===== src/gpt_pkg.sv =====
`default_nettype none
package gpt_pkg;
  // register byte offsets on the AXI4-Lite slave
  localparam logic [3:0] OFF_CONTROL = 4'h0;
  localparam logic [3:0] OFF_PERIOD = 4'h4;
  localparam logic [3:0] OFF_COUNT = 4'h8;
  localparam logic [3:0] OFF_STATUS = 4'hC;
  localparam logic [3:0] OFF_MASK = 4'h0;
  localparam logic [4:0] OFF_IRQ_CFG = 5'h10;
  // control register field positions
  localparam int RUN_BIT = 15;
  localparam int IDLE_BIT = 13;
  localparam int GATE_BIT = 6;
  localparam int PS_LO = 4;
  localparam int SYNC_BIT = 2;
  localparam int SRC_BIT = 1;
  localparam logic [15:0] CONTROL_WMASK = 16'hA076;
  localparam logic [15:0] CONTROL_RESET = 16'h0000;
  localparam logic [15:0] PERIOD_RESET = 16'hFFFF;
  // status bits: 0 period match, 1 gate falling edge
  localparam int EV_MATCH = 0;
  localparam int EV_GATE = 1;
  localparam int NUM_EV = 2;
  // prescale terminal counts (divide minus one)
  localparam logic [7:0] PS_DIV1 = 8'h00;
  localparam logic [7:0] PS_DIV8 = 8'h07;
  localparam logic [7:0] PS_DIV64 = 8'h3F;
  localparam logic [7:0] PS_DIV256 = 8'hFF;
  localparam logic [1:0] RESP_OKAY = 2'h0;
  localparam logic [1:0] RESP_SLVERR = 2'h2;

  typedef struct packed {
    logic run;
    logic idle_halt;
    logic gate_accum_en;
    logic [1:0] prescale_sel;
    logic ext_clk_sync_sel;
    logic clk_src_sel;
  } gpt_ctl_t;
endpackage : gpt_pkg
`default_nettype wire


===== src/gpt_timer.sv =====
// Contract
// three modes: internal timer, synchronised counter, unsynchronised external counter.
// usable as rtc time base or free-running interval timer/counter.
// control bit 15 starts counting when one, stops when zero.
// control bit 13 halts counting while cpu idle; clear keeps counting.
// bit 6 enables gated accumulation with internal clock only.
// bits 5-4 prescale 1:1, 1:8, 1:64, 1:256.
// bit 2 synchronises external clock when set; ignored on internal clock.
// bit 1 selects external clock rising edges, else internal clock.
// changing prescale while running resets the prescale counter.
// count compared with period register; match ends the interval.
// interrupt on period match or gate falling edge in gated mode.
// interrupt delivered only when enabled; three-bit priority level output.
// control bits 14, 12-7, 3, 0 read as zero.
// after a match the count returns to zero on next count tick.
`default_nettype none
module gpt_timer (
  // clock, reset, enable
  input wire logic SYS_CLK,
  input wire logic RST,
  input wire logic CLK_EN,
  // system status and pins
  input wire logic CPU_IDLE,
  input wire logic EXT_CLK_PIN,
  input wire logic GATE_PIN,
  // axi4-lite write address and data
  input wire logic [4:0] S_AXI_AWADDR,
  input wire logic S_AXI_AWVALID,
  output logic S_AXI_AWREADY,
  input wire logic [31:0] S_AXI_WDATA,
  input wire logic [3:0] S_AXI_WSTRB,
  input wire logic S_AXI_WVALID,
  output logic S_AXI_WREADY,
  // axi4-lite write response
  output logic [1:0] S_AXI_BRESP,
  output logic S_AXI_BVALID,
  input wire logic S_AXI_BREADY,
  // axi4-lite read
  input wire logic [4:0] S_AXI_ARADDR,
  input wire logic S_AXI_ARVALID,
  output logic S_AXI_ARREADY,
  output logic [31:0] S_AXI_RDATA,
  output logic [1:0] S_AXI_RRESP,
  output logic S_AXI_RVALID,
  input wire logic S_AXI_RREADY,
  // interrupt
  output logic IRQ,
  output logic [2:0] IRQ_PRIORITY
);

  ////////////////////////////////////////////////////////////////////////////
  // registers
  // clock enable low freezes every register below, bus handshakes included
  logic [15:0] control_reg;
  logic [15:0] period_value_reg;
  logic [15:0] count_reg;
  logic [1:0] status_reg;
  logic [1:0] mask_reg;
  logic irq_enable_reg;
  logic [2:0] irq_priority_reg;
  gpt_pkg::gpt_ctl_t ctl;

  // control fields decoded once; unimplemented bits never reach the logic
  assign ctl.run = control_reg[gpt_pkg::RUN_BIT];
  assign ctl.idle_halt = control_reg[gpt_pkg::IDLE_BIT];
  assign ctl.gate_accum_en = control_reg[gpt_pkg::GATE_BIT];
  assign ctl.prescale_sel = control_reg[gpt_pkg::PS_LO +: 2];
  assign ctl.ext_clk_sync_sel = control_reg[gpt_pkg::SYNC_BIT];
  assign ctl.clk_src_sel = control_reg[gpt_pkg::SRC_BIT];

  ////////////////////////////////////////////////////////////////////////////
  // axi4-lite slave: address and data latched separately, answer once both held
  logic aw_held_reg;
  logic w_held_reg;
  logic [4:0] awaddr_reg;
  logic [31:0] wdata_reg;
  logic [3:0] wstrb_reg;
  logic wr_fire;
  logic rd_fire;

  // a new write waits until the previous response has been taken
  assign wr_fire = aw_held_reg && w_held_reg && !S_AXI_BVALID;
  assign rd_fire = S_AXI_ARVALID && S_AXI_ARREADY;

  always_ff @(posedge SYS_CLK) begin
    if (RST) begin
      aw_held_reg <= 1'b0;
      w_held_reg <= 1'b0;
      awaddr_reg <= 5'h00;
      wdata_reg <= 32'h00000000;
      wstrb_reg <= 4'h0;
      S_AXI_AWREADY <= 1'b0;
      S_AXI_WREADY <= 1'b0;
      S_AXI_BVALID <= 1'b0;
      S_AXI_BRESP <= gpt_pkg::RESP_OKAY;
    end else if (CLK_EN) begin
      S_AXI_AWREADY <= !aw_held_reg && !S_AXI_AWREADY;
      S_AXI_WREADY <= !w_held_reg && !S_AXI_WREADY;
      if (S_AXI_AWVALID && S_AXI_AWREADY) begin
        aw_held_reg <= 1'b1;
        awaddr_reg <= S_AXI_AWADDR;
        S_AXI_AWREADY <= 1'b0;
      end
      if (S_AXI_WVALID && S_AXI_WREADY) begin
        w_held_reg <= 1'b1;
        wdata_reg <= S_AXI_WDATA;
        wstrb_reg <= S_AXI_WSTRB;
        S_AXI_WREADY <= 1'b0;
      end
      if (wr_fire) begin
        S_AXI_BVALID <= 1'b1;
        S_AXI_BRESP <= (awaddr_reg > gpt_pkg::OFF_IRQ_CFG || awaddr_reg[1:0] != 2'h0)
                       ? gpt_pkg::RESP_SLVERR : gpt_pkg::RESP_OKAY;
      end
      if (S_AXI_BVALID && S_AXI_BREADY) begin
        S_AXI_BVALID <= 1'b0;
        aw_held_reg <= 1'b0;
        w_held_reg <= 1'b0;
      end
    end
  end

  // control, period and interrupt configuration writes
  // refused addresses still answer, but change no register
  logic wr_ok;
  assign wr_ok = wr_fire && awaddr_reg[1:0] == 2'h0;

  always_ff @(posedge SYS_CLK) begin
    if (RST) begin
      control_reg <= gpt_pkg::CONTROL_RESET;
      period_value_reg <= gpt_pkg::PERIOD_RESET;
      mask_reg <= 2'h0;
      irq_enable_reg <= 1'b0;
      irq_priority_reg <= 3'h0;
    end else if (CLK_EN && wr_ok) begin
      case (awaddr_reg)
        {1'b0, gpt_pkg::OFF_CONTROL}: begin
          // unstrobed byte lanes keep their old contents
          if (wstrb_reg[0]) begin
            control_reg[7:0] <= wdata_reg[7:0] & gpt_pkg::CONTROL_WMASK[7:0];
          end
          if (wstrb_reg[1]) begin
            control_reg[15:8] <= wdata_reg[15:8] & gpt_pkg::CONTROL_WMASK[15:8];
          end
        end
        {1'b0, gpt_pkg::OFF_PERIOD}: begin
          if (wstrb_reg[0]) begin
            period_value_reg[7:0] <= wdata_reg[7:0];
          end
          if (wstrb_reg[1]) begin
            period_value_reg[15:8] <= wdata_reg[15:8];
          end
        end
        gpt_pkg::OFF_IRQ_CFG: begin
          mask_reg <= wdata_reg[1:0];
          irq_enable_reg <= wdata_reg[8];
          irq_priority_reg <= wdata_reg[18:16];
        end
        default: ;
      endcase
    end
  end

  ////////////////////////////////////////////////////////////////////////////
  // read channel: one cycle from address accept to rvalid
  logic [31:0] rd_mux;
  always_comb begin
    rd_mux = 32'h00000000;
    case (S_AXI_ARADDR)
      {1'b0, gpt_pkg::OFF_CONTROL}: rd_mux = {16'h0000, control_reg};
      {1'b0, gpt_pkg::OFF_PERIOD}: rd_mux = {16'h0000, period_value_reg};
      {1'b0, gpt_pkg::OFF_COUNT}: rd_mux = {16'h0000, count_reg};
      {1'b0, gpt_pkg::OFF_STATUS}: rd_mux = {30'h0, status_reg};
      gpt_pkg::OFF_IRQ_CFG: rd_mux = {13'h0, irq_priority_reg, 7'h00, irq_enable_reg,
                                      6'h00, mask_reg};
      default: rd_mux = 32'h00000000;
    endcase
  end

  always_ff @(posedge SYS_CLK) begin
    if (RST) begin
      S_AXI_ARREADY <= 1'b0;
      S_AXI_RVALID <= 1'b0;
      S_AXI_RDATA <= 32'h00000000;
      S_AXI_RRESP <= gpt_pkg::RESP_OKAY;
    end else if (CLK_EN) begin
      // read data is captured at the address handshake and held until rready
      S_AXI_ARREADY <= !S_AXI_RVALID && !S_AXI_ARREADY;
      if (rd_fire) begin
        S_AXI_ARREADY <= 1'b0;
        S_AXI_RVALID <= 1'b1;
        S_AXI_RDATA <= rd_mux;
        S_AXI_RRESP <= (S_AXI_ARADDR > gpt_pkg::OFF_IRQ_CFG || S_AXI_ARADDR[1:0] != 2'h0)
                       ? gpt_pkg::RESP_SLVERR : gpt_pkg::RESP_OKAY;
      end else if (S_AXI_RVALID && S_AXI_RREADY) begin
        S_AXI_RVALID <= 1'b0;
      end
    end
  end

  ////////////////////////////////////////////////////////////////////////////
  // count clock source
  logic ext_s1_reg;
  logic ext_s2_reg;
  logic ext_prev_reg;
  logic raw_prev_reg;
  logic gate_prev_reg;
  logic ext_edge;
  logic gate_fall;
  logic src_tick;
  logic internal_tick_reg;

  // each pin level must last a full clock, or its edge is missed
  // two-stage synchroniser; first stage feeds only the second
  always_ff @(posedge SYS_CLK) begin
    if (RST) begin
      ext_s1_reg <= 1'b0;
      ext_s2_reg <= 1'b0;
      ext_prev_reg <= 1'b0;
      raw_prev_reg <= 1'b0;
      gate_prev_reg <= 1'b0;
      internal_tick_reg <= 1'b0;
    end else if (CLK_EN) begin
      ext_s1_reg <= EXT_CLK_PIN;
      ext_s2_reg <= ext_s1_reg;
      ext_prev_reg <= ext_s2_reg;
      raw_prev_reg <= EXT_CLK_PIN;
      gate_prev_reg <= GATE_PIN;
      internal_tick_reg <= !internal_tick_reg;
    end
  end

  // unsynchronised path samples the pin directly, two stages less latency
  assign ext_edge = ctl.ext_clk_sync_sel ? (ext_s2_reg && !ext_prev_reg)
                                         : (EXT_CLK_PIN && !raw_prev_reg);
  assign gate_fall = gate_prev_reg && !GATE_PIN;

  // gated mode counts internal ticks only while the gate is high
  always_comb begin
    if (ctl.clk_src_sel) begin
      src_tick = ext_edge;
    end else if (ctl.gate_accum_en) begin
      src_tick = internal_tick_reg && GATE_PIN;
    end else begin
      src_tick = internal_tick_reg;
    end
  end

  ////////////////////////////////////////////////////////////////////////////
  // prescaler and counter
  logic [7:0] ps_cnt_reg;
  logic [7:0] ps_term;
  logic [1:0] ps_sel_prev_reg;
  logic active;
  logic count_tick;
  logic match;

  always_comb begin
    case (ctl.prescale_sel)
      2'h0: ps_term = gpt_pkg::PS_DIV1;
      2'h1: ps_term = gpt_pkg::PS_DIV8;
      2'h2: ps_term = gpt_pkg::PS_DIV64;
      2'h3: ps_term = gpt_pkg::PS_DIV256;
      default: ps_term = gpt_pkg::PS_DIV1;
    endcase
  end

  assign active = ctl.run && !(ctl.idle_halt && CPU_IDLE);
  // the count advances only on the last source tick of each prescale cycle
  assign count_tick = active && src_tick && (ps_cnt_reg == ps_term);
  assign match = (count_reg == period_value_reg);

  // a divide change while running restarts the prescaler, so one interval runs long
  always_ff @(posedge SYS_CLK) begin
    if (RST) begin
      ps_cnt_reg <= 8'h00;
      ps_sel_prev_reg <= 2'h0;
    end else if (CLK_EN) begin
      ps_sel_prev_reg <= ctl.prescale_sel;
      if (ctl.run && ps_sel_prev_reg != ctl.prescale_sel) begin
        ps_cnt_reg <= 8'h00;
      end else if (active && src_tick) begin
        ps_cnt_reg <= (ps_cnt_reg == ps_term) ? 8'h00 : ps_cnt_reg + 8'h01;
      end
    end
  end

  // free-running interval counter, doubles as rtc time base
  always_ff @(posedge SYS_CLK) begin
    if (RST) begin
      count_reg <= 16'h0000;
    end else if (CLK_EN && count_tick) begin
      count_reg <= match ? 16'h0000 : count_reg + 16'h0001;
    end
  end

  ////////////////////////////////////////////////////////////////////////////
  // events, sticky status and interrupt
  logic match_prev_reg;
  logic [1:0] ev;
  logic [1:0] w1c;

  always_ff @(posedge SYS_CLK) begin
    if (RST) begin
      match_prev_reg <= 1'b0;
    end else if (CLK_EN) begin
      match_prev_reg <= match && ctl.run;
    end
  end

  // match fires once when the count reaches the period, not while it dwells
  assign ev[gpt_pkg::EV_MATCH] = match && ctl.run && !match_prev_reg;
  // the gate event obeys run and idle halt like the counter does
  assign ev[gpt_pkg::EV_GATE] = gate_fall && ctl.gate_accum_en && !ctl.clk_src_sel
                                && active;
  assign w1c = (wr_ok && awaddr_reg == {1'b0, gpt_pkg::OFF_STATUS}) ? wdata_reg[1:0] : 2'h0;

  genvar gi;
  generate
    for (gi = 0; gi < gpt_pkg::NUM_EV; gi++) begin : g_status
      always_ff @(posedge SYS_CLK) begin
        if (RST) begin
          status_reg[gi] <= 1'b0;
        end else if (CLK_EN) begin
          // set wins over a same-cycle clear
          status_reg[gi] <= ev[gi] | (status_reg[gi] & !w1c[gi]);
        end
      end
    end
  endgenerate

  // one cycle behind the status bits; priority is reported, not arbitrated
  always_ff @(posedge SYS_CLK) begin
    if (RST) begin
      IRQ <= 1'b0;
      IRQ_PRIORITY <= 3'h0;
    end else if (CLK_EN) begin
      IRQ <= irq_enable_reg && |(status_reg & mask_reg);
      IRQ_PRIORITY <= irq_priority_reg;
    end
  end

endmodule : gpt_timer
`default_nettype wire


===== config.mk =====
export PLATFORM = sky130hd
export DESIGN_NAME = gpt_timer
export DESIGN_NICKNAME = d
export VERILOG_FILES = /design/src/gpt_pkg.sv /design/src/gpt_timer.sv
export SDC_FILE = /design/constraint.sdc
export NUM_CORES = 1
export LEC_CHECK = 0
export ABC_AREA = 1
export ABC_CLOCK_PERIOD_IN_PS = 2100
export BUFFER_PORTS_ARGS = -buffer_cell sky130_fd_sc_hd__buf_2
export CAP_MARGIN = 25
export CORE_UTILIZATION = 60
export CTS_CLUSTER_DIAMETER = 100
export CTS_CLUSTER_SIZE = 12
export DETAILED_ROUTE_END_ITERATION = 7
export GPL_TIMING_DRIVEN = 0
export PLACE_DENSITY = 0.95
export SETUP_SLACK_MARGIN = 0.05
export SLEW_MARGIN = 10
export SYNTH_ARGS = -nofsm -noshare
export SYNTH_HDL_FRONTEND = slang
export SYNTH_SLANG_ARGS = --single-unit
export TNS_END_PERCENT = 10

===== constraint.sdc =====
create_clock -name SYS_CLK -period 2.1 [get_ports SYS_CLK]
set_input_delay 0.42 -clock SYS_CLK [delete_from_list [all_inputs] [get_ports SYS_CLK]]
set_output_delay 0.42 -clock SYS_CLK [all_outputs]
set_load 0.1 [all_outputs]

==> impl_summary.txt <==
----------------------------------------------------
[Outcome]
  Result of the run ... finished clean

[Route]
  Drt wl/cell ... 16.2 µm
  Drt initial violations ... 745
  Post-route DRC ... 0
  Total Wirelength ... 17.3 mm
  Final ANT Viol Nets ... 0
  Per-cell via count in the routed design ... 5.86
  Number of iterations in the first detailed-routing pass ... 7
  Via count ... 6278

[Global route]
  Global routing usage on met1 ... 0.431
  Highest-utilization routing layer at the global route stage ... met2
  Met2 routing resource usage after global routing ... 0.581
  Global-route wire length before repair ... 27.9 mm
  Initial antenna violation count ... 0
  Pin count of the biggest net entering global routing ... 17
  Total routing usage reported by global routing ... 0.368
  Vias in the first global route ... 5883
  Met3 Usage GRT ... 0.103
  Global-route congestion overflow total ... 0

[Synthesis]
  Summed instance area of the synthesized netlist ... 5730 µm²
  Async set or reset register ratio after synthesis ... 0
  Post-synthesis sequential element count ... 121
  Synthesis Warnings ... 0
  Dominant synthesized flop cell ... dfxtp_1
  Avg Cell Area, Syn ... 6.93 µm²
  Post-synth EDFFs ... 0
  Distinct cell type count after synthesis ... 39
  Number of instances in the synthesized netlist ... 827
  Portion of the post-synthesis area used by sequential elements ... 0.423

[Layout]
  Layout overhead on the synthesized area ... 19.7%
  Count of placed standard cells in the final layout, fillers left out ... 1071
  Util after Layout ... 0.743
  Filler cells ... 672
  Final-stage net count ... 989
  Top library cells by usage in the layout, fill and taps aside ... nand2_1, dfxtp_1, nor2_1
  Most common library cell in the layout ignoring fill and taps ... nand2_1
  Ant. Diodes ... 0
  Fraction of final layout cells sized beyond drive strength 1 ... 0.166
  Final design instance area without fill ... 6860 µm²

[STA]
  Unrepaired setup endpoints after global routing ... true
  Slew Limit Headroom ... 0.536
  Final hold violation count ... 0
  Max Freq ... 510 MHz
  Share of the clock period used by the worst path after layout ... 0.934
  Fin. max-slew vios ... 0
  Final Setup Violations ... 0
  TNS Setup ... 0 ns
  Minimum clock period ... 1.96 ns
  Slew at the pin with the worst max-slew slack ... 0.696 ns
  Worst Clk Skew ... 0.0185 ns
  Smallest setup slack after layout ... 0.138 ns

[Power and ir drop]
  Switching power as a share of total power ... 0.268
  Worst VDD drop ... 0.568 mV
  Static leakage power ... 2.96 nW
  Logic gate share of total power ... 0.088
  Part of the total power dissipated in sequential elements ... 0.417
  Power density normalized to cell area ... 827 nW/µm²
  Share of power burned in the clock network ... 0.495
  Sw power ... 1.52 mW
  Internal power summed over all cells ... 4.15 mW

[Placement]
  Post-detailed-placement cell area ... 6300 µm²
  DP Wirelength ... 11.0 mm
  Count of placed standard cells including taps ... 1040
  Buffers on Ports ... 70
  GP Congestion ... 0.912
  Worst-case setup slack after placement ... 0.200 ns

[Setup path]
  Worst reg2reg path depth ... 10
  Worst setup startpoint ... count_reg[15]$_SDFFE_PP0P_
  Dominant delay contributor by cell family on the critical path ... simple AND/OR/NAND/NOR gates
  R2R Path End ... count_reg[13]$_SDFFE_PP0P_
  Cell Chain, Critical Path ... inv_1 -> nand2_1 -> nand2_1 -> nor2_1 -> nand2_1 -> nor2_2 -> nand2_2 -> buf_6 -> nand3_1 -> a21oi_1
  Start of the worst register-to-register path ... count_reg[15]$_SDFFE_PP0P_
  Setup slack, reg-to-reg ... 0.14 ns
  Data arrival time at the worst-slack endpoint ... 2.34 ns
  Kind of start point of the critical path ... flip-flop
  Most Frequent Cell on Critical Path ... nand2_1
  Stage delay of the slowest cell on the critical path ... 0.42 ns
  Worst Path Buf+Inv ... 2
  Type of the setup path with the least slack ... reg2reg
  Maximum fanout count along the critical path ... 10
  Data required, critical path ... 2.47 ns
  Slowest library cell on the worst path ... dfxtp_1
  Type of destination of the critical path ... flip-flop

[Clock network]
  Maximum clock insertion buffer count ... 2
  Clock Root Buffer ... clkbuf_8
  CTS HTree Levels ... 4
  Clk slew on worst S/H paths ... 0.06 ns
  Clock net sink count ... 121
  Number of buffers created by CTS ... 17
  Post-CTS Hold Fix Bufs ... 0
  Post-CTS Repair Setup Buffers ... 0
  Number of gates resized after CTS ... 0
  Clock latency on the worst-skew pair ... 0.54 ns
  CTS tree ... done

[Floorplanning]
  Die Footprint ... 9950 µm²
  Std-Cell Core Area ... 9240 µm²
  Number of top-level design ports ... 102
  Width of the die ... 99.7 µm
  Effective utilization at floorplan ... 0.620
  Vertical die dimension ... 99.7 µm
  Placement row count ... 35

[Min path]
  Hold path depth ... 3
  Worst hold endpoint ... raw_prev_reg$_SDFFE_PP0P_
  Beginning of the worst hold path ... EXT_CLK_PIN
  Kind of path behind the tightest hold check ... in2reg

[Job]
  # Max-Cap Violations ... 0

----------------------------------------------------
[worst max path at each step]
stage	end	slack (ns)	depth (start not counted)
after global placement	S_AXI_RDATA[5]$_SDFFE_PP0P_	0.22	7
after floorplan	period_value_reg[12]$_SDFFE_PP1P_	0.05	8
after CTS	count_reg[12]$_SDFFE_PP0P_	0.23	9
final	count_reg[13]$_SDFFE_PP0P_	0.14	10
after detailed placement	S_AXI_RDATA[12]$_SDFFE_PP0P_	0.20	7
after global routing	count_reg[12]$_SDFFE_PP0P_	0.02	9
[tightest hold or removal path, stage by stage]
cell and delay [ns]:
buf_2 0.10, nor2_1 0.04, nor2_1 0.08
[cells in the mapped netlist (3+ instances only)]
cell | number | area share
a211oi_1 | 6 | 0.0079
a21oi_1 | 77 | 0.067
a21oi_2 | 6 | 0.0092
buf_2 | 6 | 0.0052
buf_4 | 18 | 0.024
clkbuf_1 | 21 | 0.014
dfxtp_1 | 121 | 0.42
inv_1 | 76 | 0.050
inv_2 | 5 | 0.0033
nand2_1 | 221 | 0.14
nand2_2 | 4 | 0.0044
nand3_1 | 39 | 0.034
nand4_1 | 10 | 0.011
nor2_1 | 90 | 0.059
nor2_2 | 7 | 0.0076
nor3_1 | 14 | 0.012
o211ai_1 | 17 | 0.022
o21ai_0 | 47 | 0.041
o221ai_1 | 5 | 0.0076
o22ai_1 | 9 | 0.0098
xnor2_1 | 3 | 0.0046
[logic make-up (layout without fill, tap and decap cells)]
kind of cell             Yosys count  after routing  synth area share
AO/OA/AOI/OAI                    172            172             0.171
XOR/XNOR                           5              5           0.00764
adder cells (fa/ha/maj)            2              2           0.00437
buffers and inverters            131            232             0.103
flip-flops                       121            121             0.423
other                              1             15          0.000654
AND/OR/NAND/NOR                  395            395             0.290
[power groups by stage]
stage | Sequential [mW] | Combinational (mW) | Clock, mW
global route | 2.37 | 0.528 | 2.90
global placement | 2.41 | 0.476 | 0
floorplan | 2.50 | 0.279 | 0
finish | 2.37 | 0.499 | 2.81
detailed placement | 2.41 | 0.484 | 0
CTS | 2.36 | 0.489 | 2.77
[per-stage QoR]
| stage | total power [mW] | hold WS [ns] |
|---|---|---|
| 3_5_place_dp | 2.90 | 0.453 |
| 6_report | 5.67 | 0.150 |
| 4_1_cts | 5.62 | 0.144 |
| 3_3_place_gp | 2.89 | 0.440 |
| 5_1_grt | 5.80 | 0.156 |
| 2_1_floorplan | 2.78 | 0.430 |
[layout make-up]
cell class	instances	area, µm²	share of cell area
Buffer	48	282	0.0410
Clock buffer	20	435	0.0635
Clock inverter	11	125	0.0182
Inverter	83	312	0.0454
Multi-Input combinational cell	589	2770	0.404
Sequential cell	121	2420	0.353
Tap cell	129	161	0.0235
Timing Repair Buffer	70	350	0.0511
[metal layers]
| metal | vias up | part of all wire |
|---|---|---|
| met3 | 154 | 0.12 |
| met5 | - | 0 |
| met4 | 0 | 0.065 |
| met1 | 2730 | 0.36 |
| li1 | 2875 | - |
| met2 | 519 | 0.45 |
(Power assumes the default switching activity.)
